[src/asbp_pkg.sv]
/*
  timing and geometry constants for the static memory host controller.
  assumes a 250 MHz system clock; figures are for the fastest speed grade.
*/
package asbp_pkg;
  localparam int CLK_PERIOD_PS = 4000;
  localparam int ADDR_WIDTH = 19;
  localparam int DATA_WIDTH = 8;
  // nanosecond figures scaled to picoseconds
  localparam int WRITE_PULSE_PS = 10000;
  localparam int WRITE_DATA_SETUP_PS = 7000;
  localparam int ADDR_SETUP_END_PS = 10000;
  localparam int WRITE_CYCLE_PS = 12000;
  localparam int WRITE_OUTPUT_TURNOFF_PS = 6000;
  localparam int SELECT_ACCESS_PS = 12000;
  localparam int OUTPUT_ACCESS_PS = 6000;
  localparam int ADDR_ACCESS_PS = 12000;
  localparam int OUTPUT_RELEASE_PS = 6000;
  localparam int POWER_DOWN_PS = 12000;
  // minimum times round up to whole cycles
  localparam int WRITE_PULSE_CYC = (WRITE_PULSE_PS + CLK_PERIOD_PS - 1) / CLK_PERIOD_PS;
  localparam int WRITE_GAP_PS = WRITE_OUTPUT_TURNOFF_PS + WRITE_DATA_SETUP_PS;
  localparam int WRITE_LOW_CYC = (WRITE_GAP_PS + CLK_PERIOD_PS - 1) / CLK_PERIOD_PS;
  // waits before sampling include two synchroniser stages
  localparam int READ_WAIT_PS = SELECT_ACCESS_PS;
  localparam int READ_WAIT_CYC = (READ_WAIT_PS + CLK_PERIOD_PS - 1) / CLK_PERIOD_PS + 2;
  localparam int RELEASE_CYC = (OUTPUT_RELEASE_PS + CLK_PERIOD_PS - 1) / CLK_PERIOD_PS;
  localparam int CNT_WIDTH = 4;
  localparam logic [CNT_WIDTH-1:0] CNT_ZERO = 4'h0;
  localparam logic [ADDR_WIDTH-1:0] ADDR_RESET = 19'h00000;
  localparam logic [DATA_WIDTH-1:0] DATA_RESET = 8'h00;
endpackage

[src/asbp_host.sv]
/*
  host controller for an asynchronous 512K x 8 static memory.
  assumes one request at a time on a valid/ready port and data pins
  resolved outside from the output enable.
*/
`timescale 1ns/1ns
`default_nettype none
// Function
// - read: select, output enable low, write high
// - write: select and write enable low
// - write period is overlap of both strobes
// - data timed from terminating strobe edge
// - data set up 7 ns before end
// - address valid 10 ns before end
// - address may change at write end
// - address valid by write start
// - long enough for turnoff plus data setup
// - never drive while device drives lines
// - write enable high for every read
// - address valid before select falls (reads set address and drop select in the same cycle)
module asbp_host #(
  parameter int ADDR_W = asbp_pkg::ADDR_WIDTH,
  parameter int DATA_W = asbp_pkg::DATA_WIDTH
) (
  input wire logic clk,
  input wire logic reset_n,
  input wire logic req_valid,
  output logic req_ready,
  input wire logic req_write,
  input wire logic [ADDR_W-1:0] req_addr,
  input wire logic [DATA_W-1:0] req_wdata,
  output logic rsp_valid,
  output logic [DATA_W-1:0] rsp_rdata,
  output logic [ADDR_W-1:0] address_lines,
  output logic chip_select_n,
  output logic output_enable_n,
  output logic write_enable_n,
  input wire logic [DATA_W-1:0] data_lines_in,
  output logic [DATA_W-1:0] data_lines_out,
  output logic data_lines_oe
);
  ////////////////////////////////////////////////////////////////////////
  typedef enum logic [2:0] {
    ASBP_IDLE = 3'b000,
    ASBP_WSETUP = 3'b001,
    ASBP_WPULSE = 3'b011,
    ASBP_WEND = 3'b010,
    ASBP_RWAIT = 3'b110,
    ASBP_RDONE = 3'b111,
    ASBP_RREL = 3'b101
  } asbp_state_t;

  localparam int WLOW = (asbp_pkg::WRITE_PULSE_CYC > asbp_pkg::WRITE_LOW_CYC) ?
    asbp_pkg::WRITE_PULSE_CYC : asbp_pkg::WRITE_LOW_CYC;

  asbp_state_t state_reg, state_next;
  logic [asbp_pkg::CNT_WIDTH-1:0] cnt_reg, cnt_next;
  logic [ADDR_W-1:0] addr_reg, addr_next;
  logic [DATA_W-1:0] wdata_reg, wdata_next;
  logic [DATA_W-1:0] rdata_reg, rdata_next;
  logic cs_n_reg, cs_n_next;
  logic oe_n_reg, oe_n_next;
  logic we_n_reg, we_n_next;
  logic drive_reg, drive_next;
  logic rsp_reg, rsp_next;
  logic [DATA_W-1:0] sync1_reg, sync2_reg;

  ////////////////////////////////////////////////////////////////////////
  // two-stage capture of the pins driven by the memory
  always_ff @(posedge clk)
  begin
    sync1_reg <= data_lines_in;
    sync2_reg <= sync1_reg;
  end

  ////////////////////////////////////////////////////////////////////////
  always_comb
  begin
    state_next = state_reg;
    cnt_next = cnt_reg;
    addr_next = addr_reg;
    wdata_next = wdata_reg;
    rdata_next = rdata_reg;
    cs_n_next = cs_n_reg;
    oe_n_next = oe_n_reg;
    we_n_next = we_n_reg;
    drive_next = drive_reg;
    rsp_next = 1'b0;
    case (state_reg)
      ASBP_IDLE:
      begin
        if (req_valid)
        begin
          // address and data set a cycle before the write strobes fall; a read drops select and output enable with them
          addr_next = req_addr;
          wdata_next = req_wdata;
          we_n_next = 1'b1;
          if (req_write)
          begin
            oe_n_next = 1'b1;
            drive_next = 1'b1;
            state_next = ASBP_WSETUP;
          end
          else
          begin
            cs_n_next = 1'b0;
            oe_n_next = 1'b0;
            cnt_next = asbp_pkg::CNT_WIDTH'(asbp_pkg::READ_WAIT_CYC - 1);
            state_next = ASBP_RWAIT;
          end
        end
      end
      ASBP_WSETUP:
      begin
        // both strobes fall together; overlap is the write
        cs_n_next = 1'b0;
        we_n_next = 1'b0;
        cnt_next = asbp_pkg::CNT_WIDTH'(WLOW - 1);
        state_next = ASBP_WPULSE;
      end
      ASBP_WPULSE:
      begin
        if (cnt_reg == asbp_pkg::CNT_ZERO)
        begin
          // write enable rises first and terminates the write
          we_n_next = 1'b1;
          state_next = ASBP_WEND;
        end
        else
        begin
          cnt_next = cnt_reg - 1'b1;
        end
      end
      ASBP_WEND:
      begin
        // data and address held one cycle past the end
        // select rises a cycle after write enable, never with it
        cs_n_next = 1'b1;
        drive_next = 1'b0;
        state_next = ASBP_IDLE;
      end
      ASBP_RWAIT:
      begin
        if (cnt_reg == asbp_pkg::CNT_ZERO)
        begin
          rdata_next = sync2_reg;
          state_next = ASBP_RDONE;
        end
        else
        begin
          cnt_next = cnt_reg - 1'b1;
        end
      end
      ASBP_RDONE:
      begin
        // address stays put while the old read data drains
        rsp_next = 1'b1;
        cs_n_next = 1'b1;
        oe_n_next = 1'b1;
        cnt_next = asbp_pkg::CNT_WIDTH'(asbp_pkg::RELEASE_CYC);
        state_next = ASBP_RREL;
      end
      ASBP_RREL:
      begin
        // let the memory release its drivers before any later write
        if (cnt_reg == asbp_pkg::CNT_ZERO)
        begin
          state_next = ASBP_IDLE;
        end
        else
        begin
          cnt_next = cnt_reg - 1'b1;
        end
      end
      default:
      begin
        state_next = ASBP_IDLE;
      end
    endcase
  end

  always_ff @(posedge clk)
  begin
    if (!reset_n)
    begin
      state_reg <= ASBP_IDLE;
      cnt_reg <= asbp_pkg::CNT_ZERO;
      addr_reg <= asbp_pkg::ADDR_RESET;
      wdata_reg <= asbp_pkg::DATA_RESET;
      rdata_reg <= asbp_pkg::DATA_RESET;
      cs_n_reg <= 1'b1;
      oe_n_reg <= 1'b1;
      we_n_reg <= 1'b1;
      drive_reg <= 1'b0;
      rsp_reg <= 1'b0;
    end
    else
    begin
      state_reg <= state_next;
      cnt_reg <= cnt_next;
      addr_reg <= addr_next;
      wdata_reg <= wdata_next;
      rdata_reg <= rdata_next;
      cs_n_reg <= cs_n_next;
      oe_n_reg <= oe_n_next;
      we_n_reg <= we_n_next;
      drive_reg <= drive_next;
      rsp_reg <= rsp_next;
    end
  end

  assign req_ready = (state_reg == ASBP_IDLE);
  assign rsp_valid = rsp_reg;
  assign rsp_rdata = rdata_reg;
  assign address_lines = addr_reg;
  assign chip_select_n = cs_n_reg;
  assign output_enable_n = oe_n_reg;
  assign write_enable_n = we_n_reg;
  assign data_lines_out = wdata_reg;
  assign data_lines_oe = drive_reg;
endmodule
`default_nettype wire

[config.mk]
export PLATFORM = sky130hd
export DESIGN_NAME = asbp_host
export DESIGN_NICKNAME = d
export VERILOG_FILES = /design/src/asbp_pkg.sv /design/src/asbp_host.sv
export SDC_FILE = /design/constraint.sdc
export NUM_CORES = 1
export LEC_CHECK = 0
export ABC_AREA = 1
export BUFFER_PORTS_ARGS = -buffer_cell sky130_fd_sc_hd__buf_2
export CAP_MARGIN = 5
export CELL_PAD_IN_SITES_DETAIL_PLACEMENT = 1
export CELL_PAD_IN_SITES_GLOBAL_PLACEMENT = 1
export CORE_UTILIZATION = 37
export CTS_CLUSTER_DIAMETER = 40
export CTS_CLUSTER_SIZE = 25
export DETAILED_ROUTE_END_ITERATION = 7
export GPL_TIMING_DRIVEN = 0
export HOLD_SLACK_MARGIN = 0.02
export PLACE_DENSITY = 0.83
export SETUP_SLACK_MARGIN = 0.3
export SLEW_MARGIN = 15
export SYNTH_ARGS = -nofsm -noshare
export SYNTH_HDL_FRONTEND = slang
export SYNTH_SLANG_ARGS = --single-unit
[constraint.sdc]
create_clock -name clk -period 3.65 [get_ports clk]
set_input_delay 0.5475 -clock clk [delete_from_list [all_inputs] [get_ports clk]]
set_output_delay 0.5475 -clock clk [all_outputs]
set_load 0.02 [all_outputs]
# Word-level counts from Yosys, hierarchy flattened

Index checks and enable logic that the tools add are counted.

Flip-flop bits (word level): 63
Input bits: 39
Output and inout bits: 41
Logic and storage cells: 66

Add/subtract/negate cells: 1
Equal/unequal tests: 13
Muxes and demuxes: 23
Reduce and logical (&&, ||, !) cells: 17

Operators by type and width:

| kind                  | count |
|---|---|
| $pmux W3 S6           | 1 |
| $pmux W4 S4           | 1 |
| $mux W3               | 5 |
| $mux W4               | 3 |
| $ne A2 B2 Y1 const B  | 6 |
| $eq A3 B3 Y1 const B  | 3 |
| $mux W1               | 9 |
| $reduce_and A3 Y1     | 3 |
| $reduce_and A4 Y1     | 2 |
| $eq A3 B2 Y1 const B  | 2 |
| $pmux W1 S3           | 2 |
| $reduce_and A2 Y1     | 3 |
| $reduce_bool A3 Y1    | 2 |
| $logic_not A4 Y1      | 1 |
| $pmux W1 S2           | 2 |
| $reduce_bool A2 Y1    | 2 |
| $reduce_bool A4 Y1    | 1 |
| $sub A4 B1 Y4 const B | 1 |
| $eq A3 B1 Y1 const B  | 1 |
| $logic_not A3 Y1      | 1 |
| $reduce_or A3 Y1      | 1 |
| $ne A2 B1 Y1 const B  | 1 |
| $reduce_or A2 Y1      | 1 |

# Longest topological paths before layout

Depth after elaboration: 4
Mapped depth: 10
Mapped depth without buffers: 10

# Least setup slack after synthesis

No wires, ideal clock.

Path type: register to register
Start point: register state_reg[2]
End point: register cnt_reg[3] (netlist name)
Setup time: 0.120 ns
Data arrival time: 1.351 ns
Slack: 2.179 ns
Stages on the path, launching flop included: 8
Buffers on the path: 0
Clock period less this slack: 1.471 ns
Cells stage by stage: dfxtp_1 > fa_1 > nand3_2 > nand2_2 > nor2_4 > nand2_1 > o21ai_0 > nor2_1

Longest elaborated chain between the ends: 4
Elaborated cells on any way between the ends: 13
Classes of those cells: 8 x eq/ne; 1 x mux; 4 x reduce/logical

RTL lines:

| item                                                                | line             | source |
|---|---|---|
| from (decl)                                                         | asbp_host.sv:56  | `asbp_state_t state_reg, state_next;` |
| from (signal assigned)                                              | asbp_host.sv:199 | `state_reg <= state_next;` |
| $eq A3 B3 Y1 / $eq A3 B2 Y1 (equally long branches)                 | asbp_host.sv:89  | `case (state_reg)` |
| $reduce_or A3 Y1 (no line)                                          | --               |  |
| $ne A2 B2 Y1 (no line) / $reduce_bool A4 Y1 (equally long branches) | --               |  |
| $reduce_and A4 Y1 (no line)                                         | --               |  |
| to (signal assigned)                                                | asbp_host.sv:187 | `cnt_reg <= asbp_pkg::CNT_ZERO;` |
| to (signal assigned)                                                | asbp_host.sv:200 | `cnt_reg <= cnt_next;` |
| to (decl)                                                           | asbp_host.sv:57  | `logic [asbp_pkg::CNT_WIDTH-1:0] cnt_reg, cnt_next;` |

Parallel ways exist; a longest one is shown, timed or not.
A chain may end at the register's enable or synchronous reset.

# Worst setup path after layout

Start point: register state_reg[1]
End point: output req_ready

Longest elaborated chain between the ends: 1

RTL lines:

| item             | line             | source |
|---|---|---|
| $logic_not A3 Y1 | asbp_host.sv:212 | `assign req_ready = (state_reg == ASBP_IDLE);` |
| to (decl)        | asbp_host.sv:28  | `output logic req_ready,` |

Every way passes these cells.

==> impl_metrics.csv <==
group,metric,value,unit
logic_synthesis,synth_edf_count,0,
logic_synthesis,netlist_area,2270,sq um
cts,post_cts_buffers,0,
layout,final_common_cell,"buf_2",
floorplanning,rows,28,
routing,drc,0,
worst_setup_path,crit_path_max_incr_delay,0.34,ns
routing,vias,2130,
floorplanning,io_pins,80,
logic_synthesis,yosys.area.top_type,"dfxtp_1",
floorplanning,dieArea,6460,sq um
floorplanning,fp.dieH,80.4,um
timing,timing.fmax,0.526,GHz
cts,cts_buffers,9,
routing,first_iter_violations,93,
logic_synthesis,synth_cell_types,25,
cts,clock_path_buffers,2,
cts,cts.sinks,63,
floorplanning,core-area,5920,sq um
worst_setup_path,cp-start-kind,"register",
cts,clk_pin_slew,0.07,ns
layout,layout_common_cells,"buf_2, nor2_1, dfxtp_1",
timing,final.period_utilization,52.1,%
cts,cts_tree,"built",
cts,cts_max_level,3,
cts,postCtsHoldBufs,0,
placement,place.gp.congestion,0.781,
layout,n_antenna_cell,0,
routing,post_drt_wl_per_cell,13.1,um
worst_setup_path,endpoint_kind,"primary output",
placement,pre_cts_slack,2.03,ns
logic_synthesis,synth_top_area_share,55.4,%
hold_path,min-delay-path-class,"in -> reg",
worst_setup_path,worstPathCellList,"buf_6 > nor2_2 > nand2_2 > inv_2 > buf_2",
timing,tightest_slew,0.459,ns
logic_synthesis,synth_cells,279,
layout,stdcell_count,448,
logic_synthesis,yosysSeqAreaShare,55.4,%
grt,antenna_found_initial,0,
timing,final_hold_viol_count,0,
timing,setup_viol,0,
routing,firstDrtPassIters,4,
logic_synthesis,ys_seq_elements,63,
timing,relSlewSlack,69.4,%
power_and_ir_drop,p_leak,1.50,nW
timing,skew,0.00646,ns
logic_synthesis,dominantRegCellSynth,"dfxtp_1",
worst_setup_path,crit_fanout,9,
worst_setup_path,worstPathRequired,3.10,ns
placement,hpwlAfterDp,4.24,mm
power_and_ir_drop,cellPowerDensity,943,nW/um^2
logic_synthesis,synthArstFlopShare,0,%
placement,placedCellCount,432,
cts,clock_latency,0.35,ns
worst_setup_path,arrival,1.35,ns
worst_setup_path,rrSetupSlack,2.03,ns
run,maxCapViolCount,0,
logic_synthesis,syn_nets,321,
grt,grtUsageTotal,20.0,%
timing,setup_slack,1.75,ns
timing,setup-tns-final,0,ns
grt,grt_max_degree,13,
layout,largest_register_ffs,19,
cts,root_buffer,"clkbuf_8",
worst_setup_path,slowest_stage,"dfxtp_1",
outcome,status,"completed",
power_and_ir_drop,vdd_drop_max,0.353,mV
layout,fin_util,50.5,%
logic_synthesis,synth_area_leaders,"dfxtp_1, nor2_1, o21ai_0, nand2_1, nand3_1",
worst_setup_path,worstSetupPathType,"reg -> out",
floorplanning,die_w,80.4,um
floorplanning,initial_core_util,38.4,%
timing,report.final.slew_viol_count,0,
timing,finalCriticalPeriod,1.90,ns
grt,grt_pass1_wl,9.72,mm
timing,hold_ws,0.297,ns
grt,grt-ovfl-total,0,
layout,drive_gt1_share,31.1,%
placement,port_buffers,78,
routing,drt_wl_total,5.86,mm
grt,grt_pass1_vias,2160,
logic_synthesis,avgSynthCellArea,8.15,sq um
timing,rsz0062_at_grt,"false",
logic_synthesis,yosysWarnings,0,
routing,ant_nets,0,
layout,area_delta_synth_final,31.5,%
routing,via_per_inst,4.75,
cts,cts_resized,0,
layout,layout.nets,410,
[critical path, delay by kind of cell, from the launching register on]
kind / cells / cell delay, ns
buf+inv: 3 / 0.40
flops: 1 / 0.34
simple gates: 2 / 0.26
[stage by stage]
step / cell area [sq um] / power, mW
2_1_floorplan: 2270 / 1.80
3_3_place_gp: 2760 / 2.09
3_5_place_dp: 2760 / 2.14
4_1_cts: 2990 / 2.85
5_1_grt: 2990 / 3.02
6_report: 2990 / 2.82
[logic make-up after synthesis]
family	count (synthesis)	share of synthesized area (%)
AND/OR/NAND/NOR	132	24.6
adder cells (fa/ha/maj)	3	1.98
buffers and inverters	31	6.38
AO/OA/AOI/OAI	48	10.8
XOR/XNOR	2	0.770
flip-flops	63	55.4
[layout make-up]
cell class / instances / area [sq um]
buffer: 10 / 66.3
clock buffer: 10 / 138
clock inverter: 6 / 93.8
fill: 783 / 2930
inverter: 21 / 78.8
multi-input combinational: 185 / 868
sequential: 63 / 1260
tap: 75 / 93.8
timing repair buffer: 78 / 390
[Yosys cell counts (3+ instances only)]
master,instances
clkbuf_1,3
nand3_1,13
nand2_1,30
inv_2,4
dfxtp_1,63
buf_6,3
o21ai_0,37
inv_1,17
nor2_2,4
nor2_1,75
a21oi_1,7
nand2_2,3
nand4_1,3
[layer usage]
metal  GRT usage [%]  up-vias  wire (um)
met5               0        -          0
li1                -     1067          -
met3            5.11       11        243
met1            23.3     1010       2550
met2            34.3       42       2950
met4            8.93        0        116
[path summary, 6_finish.rpt]
path	from	to	cells past startpoint
max reg2reg	state_reg[2]	cnt_reg[3]	7
min	data_lines_in[4]	sync1_reg[4]	1
max	state_reg[1]	req_ready	5
min reg2reg	sync1_reg[1]	sync2_reg[1]	0
[where the power goes]
group | internal, mW | leakage (nW) | switching (mW)
Sequential | 0.861 | 0.522 | 0.0980
Clock | 0.406 | 0.113 | 0.291
Combinational | 0.396 | 0.865 | 0.769
Total | 1.66 | 1.50 | 1.16
Power figures use the tool's default switching activity.
